--- src/pkg/fwo_pkg.sv ---
// constants shared by the flash write operation control block
// assumes a 32-bit avalon-mm register bus and a flash array with a level handshake
package fwo_pkg;
  localparam logic [7:0] OFS_CMD = 8'h00;
  localparam logic [7:0] OFS_SECT = 8'h04;
  localparam logic [7:0] OFS_ADDR = 8'h08;
  localparam logic [7:0] OFS_DAT0 = 8'h0c;
  localparam logic [7:0] OFS_DAT1 = 8'h10;
  localparam logic [7:0] OFS_STAT = 8'h14;
  localparam int CMD_LAUNCH = 15;
  localparam int CMD_PAUSE = 14;
  localparam int CMD_WPG = 13;
  localparam int CMD_DOUBLE_WORD_PROGRAM_SELECT = 12;
  localparam int CMD_SER = 11;
  localparam int CMD_MODULE_SELECT = 7;
  localparam int STAT_ERR = 8;
  localparam int STAT_PAUSE_REQUEST_PRG = 9;
  localparam int STAT_PAUSE_REQUEST_ERS = 10;
  localparam int ADDR_BANK_BIT = 17;
  localparam logic [15:0] CMD_RST = 16'h0000;
  localparam logic [9:0] SECT_RST = 10'h000;
  localparam logic [23:0] ADDR_RST = 24'h000000;
  localparam logic [31:0] DAT_RST = 32'hffff_ffff;
  localparam logic [31:0] ODD_KEEP = 32'hffff_ffff;
  localparam logic [63:0] PRE_DATA = 64'h0000_0000_0000_0000;
  localparam logic [2:0] STEP_NONE = 3'h0;
  localparam logic [2:0] STEP_PRE = 3'h1;
  localparam logic [2:0] STEP_ERS = 3'h2;
  localparam logic [2:0] STEP_PRG = 3'h4;
  localparam logic [3:0] BANK0 = 4'h1;
  localparam logic [3:0] BANK1 = 4'h2;
  localparam logic [3:0] BANK2 = 4'h4;
  localparam logic [3:0] BANK3 = 4'h8;
  typedef enum logic [3:0] {
    ST_IDLE = 4'h1,
    ST_RUN = 4'h2,
    ST_DRAIN = 4'h4,
    ST_SPARE = 4'h8
  } fwo_state_t;
endpackage

--- src/core/fwo_sync3.sv ---
// three-stage input synchroniser with agreement filter
// assumes the input is asynchronous to CLK_SYS
module fwo_sync3 (
  input wire logic clk,
  input wire logic nrst,
  input wire logic din,
  output logic dout
);
  logic s1_r;
  logic s2_r;
  logic s3_r;
  logic out_r;

  // first stage feeds only the second
  always_ff @(posedge clk)
  begin
    if (!nrst)
    begin
      s1_r <= 1'b0;
      s2_r <= 1'b0;
      s3_r <= 1'b0;
      out_r <= 1'b0;
    end
    else
    begin
      s1_r <= din;
      s2_r <= s1_r;
      s3_r <= s2_r;
      if (s2_r == s3_r)
        out_r <= s3_r;
    end
  end

  assign dout = out_r;
endmodule

--- src/core/fwo_sector_reg.sv ---
// sector selection and status bits for both flash modules
// assumes writes come only while no operation runs or is paused
module fwo_sector_reg (
  input wire logic clk,
  input wire logic nrst,
  input wire logic wr,
  input wire logic [9:0] wdata,
  input wire logic module_select,
  input wire logic clr,
  output logic [9:0] bank0_sector_bits,
  output logic [2:0] bank2_sector_bits,
  output logic [9:0] view
);
  logic [9:0] b0_r;
  logic [2:0] b2_r;

  always_ff @(posedge clk)
  begin
    if (!nrst)
    begin
      b0_r <= fwo_pkg::SECT_RST;
      b2_r <= fwo_pkg::SECT_RST[2:0];
    end
    else if (clr)
    begin
      b0_r <= fwo_pkg::SECT_RST;
      b2_r <= fwo_pkg::SECT_RST[2:0];
    end
    else if (wr && module_select)
      b0_r <= wdata;
    else if (wr)
      b2_r <= wdata[2:0];
  end

  assign bank0_sector_bits = b0_r;
  assign bank2_sector_bits = b2_r;
  assign view = module_select ? b0_r : {7'h00, b2_r};
endmodule

--- src/core/fwo_ctrl.sv ---
// flash write operation control: command, suspend/resume and sector selection
// assumes an avalon-mm master with waitrequest and a flash array that answers
// ARR_REQ with ARR_DONE high, then drops ARR_DONE after ARR_REQ falls
////////////////////////////////////////////////////////////////////////////////
// Overview of operation
// launched erase makes every byte of the chosen sectors read all ones
// software erases one to all sectors of one bank, never the test sector
// erase first programs the chosen sectors to zero on its own
// double-word program writes pair one over pair zero, ones to zeros only
// software aligns a double-word program address to an even word
// word program writes pair zero at the target address, ones to zeros only
// each selection bit clears itself when its operation completes
// pause halts program or erase, bank returns to read, busy flags clear
// during paused program only reads and program resume are accepted
// during paused erase reads, resume and unpausable programs are accepted
// resume means start bit again with the paused operation's selection bit
// software never launches a new operation while pause is set
// start bit launches operations and clears at end or pause
// start with error flag high is refused
// writing zero to the start bit does nothing
// sector register view follows module select: bank 2 or bank 0 bits
// software sets sector bits before launching an erase
// sector bits show state during erase, clear at clean end
// module select steers to secondary at 0, primary at 1, clears at end
// set sector bit means error if error flag, else paused if pause set
// busy bank reads give invalid data and trap, writes are ignored
// software sets exactly one selection bit with a new start
//
// Chosen here: the Avalon-MM interface to the registers and the placing of the registers.
module fwo_ctrl (
  input wire logic CLK_SYS,
  input wire logic NRST,
  input wire logic [7:0] AVS_ADDRESS,
  input wire logic AVS_READ,
  input wire logic AVS_WRITE,
  input wire logic [31:0] AVS_WRITEDATA,
  input wire logic [3:0] AVS_BYTEENABLE,
  output logic AVS_WAITREQUEST,
  output logic [31:0] AVS_READDATA,
  input wire logic ARR_DONE,
  input wire logic ARR_FAIL,
  output logic ARR_REQ,
  output logic ARR_HALT,
  output logic [2:0] ARR_STEP,
  output logic ARR_MODULE,
  output logic [9:0] ARR_SECTORS,
  output logic [23:0] ARR_ADDR,
  output logic [63:0] ARR_DATA,
  output logic [3:0] BANK_BUSY
);
  ////////////////////////////////////////////////////////////////////////////
  // declarations
  fwo_pkg::fwo_state_t st_r;
  logic wait_r;
  logic [31:0] rdata_r;
  logic launch_r, pause_r, wpg_r, double_word_program_select_r, ser_r, module_select_r, err_r;
  logic pause_request_prg_r, pause_request_ers_r, ers_pre_r, nested_r, halted_r, fail_r;
  logic req_r, halt_r;
  logic [2:0] step_r;
  logic [9:0] sect_r;
  logic [23:0] addr_r;
  logic [31:0] d0_r, d1_r;
  logic [63:0] data_r;
  logic [3:0] busy_r;
  logic [1:0] sync_in, sync_out;
  logic done_s, fail_s;
  logic [9:0] b0_bits, sect_view;
  logic [2:0] b2_bits;

  ////////////////////////////////////////////////////////////////////////////
  // array handshake inputs come from the flash macro timing domain
  assign sync_in = {ARR_FAIL, ARR_DONE};
  genvar gi;
  generate
    for (gi = 0; gi < 2; gi++)
    begin : g_sync
      fwo_sync3 u_sync (
        .clk(CLK_SYS),
        .nrst(NRST),
        .din(sync_in[gi]),
        .dout(sync_out[gi])
      );
    end
  endgenerate
  assign done_s = sync_out[0];
  assign fail_s = sync_out[1];

  ////////////////////////////////////////////////////////////////////////////
  // bus decode: one wait cycle, the write lands when waitrequest is low
  wire req = AVS_READ | AVS_WRITE;
  wire wr = AVS_WRITE & ~wait_r;
  wire [31:0] bemask = {{8{AVS_BYTEENABLE[3]}}, {8{AVS_BYTEENABLE[2]}},
                        {8{AVS_BYTEENABLE[1]}}, {8{AVS_BYTEENABLE[0]}}};
  wire idle = (st_r == fwo_pkg::ST_IDLE);
  wire pause_request = pause_request_prg_r | pause_request_ers_r;
  wire [31:0] cmd_view = {16'h0000, launch_r, pause_r, wpg_r, double_word_program_select_r, ser_r,
                          3'h0, module_select_r, 7'h00};
  wire [31:0] stat_view = {21'h000000, pause_request_ers_r, pause_request_prg_r, err_r, 4'h0, busy_r};
  wire [31:0] wd_cmd = (cmd_view & ~bemask) | (AVS_WRITEDATA & bemask);
  wire [31:0] wd_sect = ({22'h000000, sect_view} & ~bemask) | (AVS_WRITEDATA & bemask);
  wire [31:0] wd_addr = ({8'h00, addr_r} & ~bemask) | (AVS_WRITEDATA & bemask);
  wire [31:0] wd_d0 = (d0_r & ~bemask) | (AVS_WRITEDATA & bemask);
  wire [31:0] wd_d1 = (d1_r & ~bemask) | (AVS_WRITEDATA & bemask);
  wire wr_cmd = wr & (AVS_ADDRESS == fwo_pkg::OFS_CMD);
  wire wr_stat = wr & (AVS_ADDRESS == fwo_pkg::OFS_STAT);
  // address and data stay frozen while an operation is running
  wire wr_lock_ok = wr & idle;
  wire wr_sect = wr_lock_ok & ~pause_request & (AVS_ADDRESS == fwo_pkg::OFS_SECT);
  wire wr_addr = wr_lock_ok & (AVS_ADDRESS == fwo_pkg::OFS_ADDR);
  wire wr_d0 = wr_lock_ok & (AVS_ADDRESS == fwo_pkg::OFS_DAT0);
  wire wr_d1 = wr_lock_ok & (AVS_ADDRESS == fwo_pkg::OFS_DAT1);
  wire [31:0] rmux =
    (AVS_ADDRESS == fwo_pkg::OFS_CMD) ? cmd_view :
    (AVS_ADDRESS == fwo_pkg::OFS_SECT) ? {22'h000000, sect_view} :
    (AVS_ADDRESS == fwo_pkg::OFS_ADDR) ? {8'h00, addr_r} :
    (AVS_ADDRESS == fwo_pkg::OFS_DAT0) ? d0_r :
    (AVS_ADDRESS == fwo_pkg::OFS_DAT1) ? d1_r :
    (AVS_ADDRESS == fwo_pkg::OFS_STAT) ? stat_view : 32'h0000_0000;

  ////////////////////////////////////////////////////////////////////////////
  // launch decode
  wire w_launch = wd_cmd[fwo_pkg::CMD_LAUNCH];
  wire w_pause = wd_cmd[fwo_pkg::CMD_PAUSE];
  wire w_wpg = wd_cmd[fwo_pkg::CMD_WPG];
  wire w_double_word_program_select = wd_cmd[fwo_pkg::CMD_DOUBLE_WORD_PROGRAM_SELECT];
  wire w_ser = wd_cmd[fwo_pkg::CMD_SER];
  wire w_module_select = wd_cmd[fwo_pkg::CMD_MODULE_SELECT];
  wire w_prog = w_wpg | w_double_word_program_select;
  wire go_new = ~pause_request & (w_ser | w_prog);
  wire go_prg_res = pause_request_prg_r & ~w_ser & (w_wpg == wpg_r) & (w_double_word_program_select == double_word_program_select_r);
  wire go_nested = pause_request_ers_r & w_prog;
  wire go_ers_res = pause_request_ers_r & w_ser & ~w_prog;
  // a start over a pending error or with pause set is simply not taken
  wire go = wr_cmd & idle & w_launch & ~err_r & ~w_pause & ~done_s &
            (go_new | go_prg_res | go_nested | go_ers_res);
  wire start_pre = go & ((go_new & w_ser) | (go_ers_res & ers_pre_r));
  wire start_ers = go & go_ers_res & ~ers_pre_r;
  wire bank_bit = addr_r[fwo_pkg::ADDR_BANK_BIT];
  wire [3:0] bank_ers = w_module_select ? fwo_pkg::BANK0 : fwo_pkg::BANK2;
  wire [3:0] bank_prg = w_module_select ? (bank_bit ? fwo_pkg::BANK1 : fwo_pkg::BANK0)
                               : (bank_bit ? fwo_pkg::BANK3 : fwo_pkg::BANK2);
  wire [9:0] sect_go = w_module_select ? b0_bits : {7'h00, b2_bits};
  wire [63:0] prg_data = w_double_word_program_select ? {d1_r, d0_r} : {fwo_pkg::ODD_KEEP, d0_r};

  ////////////////////////////////////////////////////////////////////////////
  // operation sequencing
  wire run = (st_r == fwo_pkg::ST_RUN);
  wire drain = (st_r == fwo_pkg::ST_DRAIN);
  wire halt_ok = run & pause_r & ~nested_r & ~done_s;
  wire step_done = run & done_s;
  wire leave = drain & ~done_s;
  wire pause_end = leave & halted_r;
  wire pre_next = leave & ~halted_r & ~fail_r & (step_r == fwo_pkg::STEP_PRE);
  wire op_end = leave & ~halted_r & ~pre_next;
  wire clr_sect = op_end & ~fail_r & ~nested_r;
  wire sel_wr = wr_cmd & idle & (go | ~pause_request);

  always_ff @(posedge CLK_SYS)
  begin
    if (!NRST)
      st_r <= fwo_pkg::ST_IDLE;
    else if (go | pre_next)
      st_r <= fwo_pkg::ST_RUN;
    else if (step_done)
      st_r <= fwo_pkg::ST_DRAIN;
    else if (pause_end | op_end)
      st_r <= fwo_pkg::ST_IDLE;
  end

  always_ff @(posedge CLK_SYS)
  begin
    if (!NRST)
    begin
      wait_r <= 1'b1;
      rdata_r <= 32'h0000_0000;
    end
    else
    begin
      wait_r <= ~(req & wait_r);
      if (req & wait_r)
        rdata_r <= rmux;
    end
  end

  always_ff @(posedge CLK_SYS)
  begin
    if (!NRST)
      launch_r <= fwo_pkg::CMD_RST[fwo_pkg::CMD_LAUNCH];
    else if (go)
      launch_r <= 1'b1;
    else if (pause_end | op_end)
      launch_r <= 1'b0;
  end

  always_ff @(posedge CLK_SYS)
  begin
    if (!NRST)
      pause_r <= fwo_pkg::CMD_RST[fwo_pkg::CMD_PAUSE];
    else if (wr_cmd)
      pause_r <= w_pause;
  end

  always_ff @(posedge CLK_SYS)
  begin
    if (!NRST)
    begin
      wpg_r <= fwo_pkg::CMD_RST[fwo_pkg::CMD_WPG];
      double_word_program_select_r <= fwo_pkg::CMD_RST[fwo_pkg::CMD_DOUBLE_WORD_PROGRAM_SELECT];
      ser_r <= fwo_pkg::CMD_RST[fwo_pkg::CMD_SER];
      module_select_r <= fwo_pkg::CMD_RST[fwo_pkg::CMD_MODULE_SELECT];
    end
    else if (op_end & nested_r)
    begin
      wpg_r <= 1'b0;
      double_word_program_select_r <= 1'b0;
    end
    else if (op_end)
    begin
      wpg_r <= 1'b0;
      double_word_program_select_r <= 1'b0;
      ser_r <= 1'b0;
      module_select_r <= 1'b0;
    end
    else if (sel_wr)
    begin
      wpg_r <= w_wpg;
      double_word_program_select_r <= w_double_word_program_select;
      ser_r <= go_nested ? ser_r : w_ser;
      module_select_r <= w_module_select;
    end
  end

  // a failure in the same cycle as a software clear wins
  always_ff @(posedge CLK_SYS)
  begin
    if (!NRST)
      err_r <= 1'b0;
    else if (op_end & fail_r)
      err_r <= 1'b1;
    else if (wr_stat & AVS_BYTEENABLE[1] & AVS_WRITEDATA[fwo_pkg::STAT_ERR])
      err_r <= 1'b0;
  end

  always_ff @(posedge CLK_SYS)
  begin
    if (!NRST)
    begin
      pause_request_prg_r <= 1'b0;
      pause_request_ers_r <= 1'b0;
      ers_pre_r <= 1'b0;
      nested_r <= 1'b0;
    end
    else if (go)
    begin
      pause_request_prg_r <= 1'b0;
      pause_request_ers_r <= pause_request_ers_r & go_nested;
      nested_r <= go_nested;
    end
    else if (pause_end)
    begin
      pause_request_prg_r <= (step_r == fwo_pkg::STEP_PRG);
      pause_request_ers_r <= (step_r != fwo_pkg::STEP_PRG);
      ers_pre_r <= (step_r == fwo_pkg::STEP_PRE);
    end
    else if (op_end)
    begin
      pause_request_ers_r <= pause_request_ers_r & nested_r;
      nested_r <= 1'b0;
    end
  end

  always_ff @(posedge CLK_SYS)
  begin
    if (!NRST)
    begin
      req_r <= 1'b0;
      halt_r <= 1'b0;
      halted_r <= 1'b0;
      fail_r <= 1'b0;
    end
    else
    begin
      req_r <= go | pre_next | (req_r & ~step_done);
      halt_r <= halt_ok | (halt_r & ~step_done);
      if (step_done)
      begin
        halted_r <= halt_r;
        fail_r <= fail_s;
      end
    end
  end

  always_ff @(posedge CLK_SYS)
  begin
    if (!NRST)
    begin
      step_r <= fwo_pkg::STEP_NONE;
      sect_r <= fwo_pkg::SECT_RST;
      data_r <= {fwo_pkg::DAT_RST, fwo_pkg::DAT_RST};
    end
    else if (pre_next)
      step_r <= fwo_pkg::STEP_ERS;
    else if (go)
    begin
      step_r <= start_pre ? fwo_pkg::STEP_PRE :
                start_ers ? fwo_pkg::STEP_ERS : fwo_pkg::STEP_PRG;
      sect_r <= sect_go;
      data_r <= start_pre ? fwo_pkg::PRE_DATA : prg_data;
    end
  end

  // busy banks tell the memory path to trap reads and drop writes
  always_ff @(posedge CLK_SYS)
  begin
    if (!NRST)
      busy_r <= 4'h0;
    else if (go)
      busy_r <= (start_pre | start_ers) ? bank_ers : bank_prg;
    else if (pause_end | op_end)
      busy_r <= 4'h0;
  end

  always_ff @(posedge CLK_SYS)
  begin
    if (!NRST)
    begin
      addr_r <= fwo_pkg::ADDR_RST;
      d0_r <= fwo_pkg::DAT_RST;
      d1_r <= fwo_pkg::DAT_RST;
    end
    else
    begin
      if (wr_addr)
        addr_r <= wd_addr[23:0];
      if (wr_d0)
        d0_r <= wd_d0;
      if (wr_d1)
        d1_r <= wd_d1;
    end
  end

  fwo_sector_reg u_sect (
    .clk(CLK_SYS),
    .nrst(NRST),
    .wr(wr_sect),
    .wdata(wd_sect[9:0]),
    .module_select(module_select_r),
    .clr(clr_sect),
    .bank0_sector_bits(b0_bits),
    .bank2_sector_bits(b2_bits),
    .view(sect_view)
  );

  ////////////////////////////////////////////////////////////////////////////
  // outputs, all straight from flip-flops
  assign AVS_WAITREQUEST = wait_r;
  assign AVS_READDATA = rdata_r;
  assign ARR_REQ = req_r;
  assign ARR_HALT = halt_r;
  assign ARR_STEP = step_r;
  assign ARR_MODULE = module_select_r;
  assign ARR_SECTORS = sect_r;
  assign ARR_ADDR = addr_r;
  assign ARR_DATA = data_r;
  assign BANK_BUSY = busy_r;
endmodule

--- config.mk ---
export PLATFORM = sky130hd
export DESIGN_NAME = fwo_ctrl
export DESIGN_NICKNAME = d
export VERILOG_FILES = /design/src/pkg/fwo_pkg.sv /design/src/core/fwo_sync3.sv /design/src/core/fwo_sector_reg.sv /design/src/core/fwo_ctrl.sv
export SDC_FILE = /design/constraint.sdc
export NUM_CORES = 1
export LEC_CHECK = 0
export BUFFER_PORTS_ARGS = -buffer_cell sky130_fd_sc_hd__buf_2
export CAP_MARGIN = 30
export CORE_MARGIN = 2
export CORE_UTILIZATION = 58
export CTS_CLUSTER_DIAMETER = 60
export DETAILED_ROUTE_END_ITERATION = 16
export HOLD_SLACK_MARGIN = 0.05
export PLACE_DENSITY = 0.83
export REMOVE_ABC_BUFFERS = 1
export SLEW_MARGIN = 15
export SYNTH_ARGS = -nofsm -noshare
export SYNTH_HDL_FRONTEND = slang
export SYNTH_SLANG_ARGS = --single-unit
--- constraint.sdc ---
create_clock -name CLK_SYS -period 3.4 [get_ports CLK_SYS]
set_input_delay 0.51 -clock CLK_SYS [delete_from_list [all_inputs] [get_ports CLK_SYS]]
set_output_delay 0.51 -clock CLK_SYS [all_outputs]
set_load 0.02 [all_outputs]
==> results by group <==
Run status
  – Status: complete, no violations

STA
  – RSZ-0062 raised after global routing: no
  – Hold Violations, Final: 0
  – F_max: 382 MHz
  – Tcrit/Tclk final: 0.770
  – Pins Over Slew Limit: 0
  – Slew @ Worst Pin: 883 ps
  – Skew final: 11.9 ps
  – Max-Slew Margin vs Limit: 0.403
  – Final setup fails: 0
  – Fin crit period: 2620 ps

Hold path
  – Hold Crit Class: in2reg
  – Worst Hold Path EP: g_sync[0].u_sync.s1_r
  – Hold path start: ARR_DONE
  – WHS Path Cells: 2

Floorplanning
  – Die area: 0.0178 mm2
  – Initial core utilization: 0.591
  – Die Y: 134 um
  – Ports: 191
  – Core area: 0.0165 mm2
  – Row cnt: 47
  – Die Width: 134 um

CTS
  – CTS tree: built
  – CTS clk-pin slew, worst paths: 60 ps
  – CTS H-tree lvls: 1
  – Clock Root Buffer: clkbuf_16
  – Clk_lat worst skew: 540 ps
  – Maximum clock path buffer count: 3
  – CTS-repair resized insts: 0
  – Cts hold-fix bufs: 0
  – Sink Count: 241
  – # Post-CTS Setup Buffers: 0
  – Total CTS buffers: 25

Placed design
  – PortBufs: 190
  – Post-DP HPWL: 19,600 um
  – Area post-placement: 0.0108 mm2
  – Routability cong.: 0.958

Finish
  – Layout cells sized above 1: 0.217
  – Fin util: 0.704
  – Area grow syn2layout: 19.2%
  – Fin area: 0.0116 mm2
  – Net count, final: 1,317

Critical path
  – CP Class: reg2reg
  – CP Data Arrival Time: 3040 ps
  – CP required: 3820 ps
  – CP endpoint kind: flip-flop
  – Worst-path fanout max: 41
  – Reg2Reg Depth: 5
  – FF-to-FF End: ARR_DATA[1]
  – Crit start category: flip-flop
  – R2R Path Start: st_r[1]
  – R2r setup slk: 780 ps

Pwr
  – Max IR drop VDD: 0.397 mV
  – Power Density: 493 mW/mm2
  – Pleak: 4.81 nW

GRT
  – Pin count of the biggest net entering global routing: 61
  – GRT Util Overall: 0.316
  – GR Overflow Total: 0
  – First-pass GRT wire length: 45,300 um
  – Vias in the first global route: 8,505
  – Initial antenna violation count: 1

Route
  – Via density: 6.21
  – Total wire length: 29,500 um
  – Drt drc: 0
  – Total number of vias: 9,346
  – Final ANT Viol Nets: 0
  – Drt first pass iters: 5
  – WL/cell: 19.6 um
  – Initial detailed-routing violation count: 1,289

Yosys
  – Mapped Avg Cell Area: 8.74 um2
  – Leading area contributor after synthesis: dfxtp_1
  – Cell area after synthesis: 0.00973 mm2
  – EDFF count, synth: 0
  – Post-synth top flop: dfxtp_1
  – Top post-synthesis cells by area: dfxtp_1 (50%), nand2_1 (7.2%), mux2i_1 (5.1%)
  – Synth async-reset ratio: 0
  – Mapped Cells: 1,113
  – Synthesis Warnings: 0
  – Yosys cell types: 61
  – Post-synthesis sequential area ratio: 0.496
  – Area fraction of the dominant cell type after synthesis: 0.496
  – Number of synthesized register bits: 241

Job
  – Max-cap violation count: 0
## layout by cell type, fill, tap and decap left out, types with 25 or more instances in the layout
master / instances
nor2_1: 112
nand3_1: 95
a221o_1: 37
buf_4: 26
a21oi_1: 62
clkbuf_16: 25
nand2_1: 187
o21ai_0: 54
mux2i_1: 49
dfxtp_1: 241
buf_2: 190
## cell families (layout without fill, tap and decap cells)
group,after synthesis,in the layout,synth area share
simple gates,477,477,0.224
compound gates,243,243,0.179
flops,241,241,0.496
buf+inv,93,263,0.0393
mux,57,57,0.0607
xor+xnor,2,2,0.00180
other cells,0,1,0
## synth_stat cells, types with 5 or more instances
| library cell | count |
|---|---|
| nor3b_1 | 5 |
| a221oi_1 | 6 |
| a222oi_1 | 11 |
| clkbuf_1 | 64 |
| o211ai_1 | 6 |
| nor2_1 | 113 |
| a22oi_1 | 12 |
| nand2_1 | 187 |
| o31ai_1 | 5 |
| o21ai_0 | 55 |
| and3_1 | 16 |
| buf_2 | 18 |
| nand3_1 | 95 |
| mux2i_1 | 50 |
| a21oi_1 | 62 |
| dfxtp_1 | 241 |
| a221o_1 | 37 |
| a32o_1 | 5 |
| and2_1 | 10 |
| nand4_1 | 12 |
| mux2_2 | 6 |
| nor3_1 | 8 |
| a2bb2oi_1 | 17 |
## where the power goes
part           internal [mW]  switching, mW  total, mW
Combinational         0.0795          0.191      0.271
Clock                   1.49           1.11       2.60
Sequential              2.83        0.00667       2.84
Total                   4.40           1.31       5.71
## layer usage
metal,part of all wire,GRT usage,vias up
li1,-,-,4303
met1,0.41,0.434,4414
met2,0.46,0.508,551
met3,0.096,0.0476,78
met4,0.035,0.118,0
met5,0,0,-
## stage by stage
step,TNS [ps],setup WS [ps],hold WS (ps),instances,power (mW)
floorplan,-22480,-703,412,1024,3.01
global placement,0,521,413,1460,3.16
detailed placement,0,447,418,1460,3.17
CTS,0,808,177,1503,5.73
global route,0,676,202,1504,5.87
finish,0,781,188,1504,5.71
## critical path, cell delays in order (launching register included)
cell and delay (ps):
dfxtp_1 350, nor4b_2 530, nand3_1 310, a2111o_2 570, buf_4 340, a221o_1 410
## area by class of cell
type                            count  area [um2]
Antenna cell                        1        2.50
Clock buffer                       37         731
Clock inverter                      6        48.8
Fill cell                        1321        4870
Inverter                            4        17.5
Multi-Input combinational cell    779        4550
Sequential cell                   241        4820
Tap cell                          220         275
Timing Repair Buffer              216        1150
## worst max-delay path by stage
stage | from | endpoint | slack [ps] | cells past startpoint
floorplan | AVS_ADDRESS[5] | ARR_DATA[0] | -700 | 5
global placement | AVS_BYTEENABLE[1] | ARR_DATA[23] | 520 | 6
detailed placement | AVS_BYTEENABLE[1] | ARR_DATA[1] | 450 | 6
CTS | st_r[1] | ARR_DATA[9] | 810 | 5
global route | st_r[1] | ARR_DATA[39] | 680 | 6
finish | st_r[1] | ARR_DATA[1] | 780 | 5
Note: power is estimated with default switching activity, not from simulation.
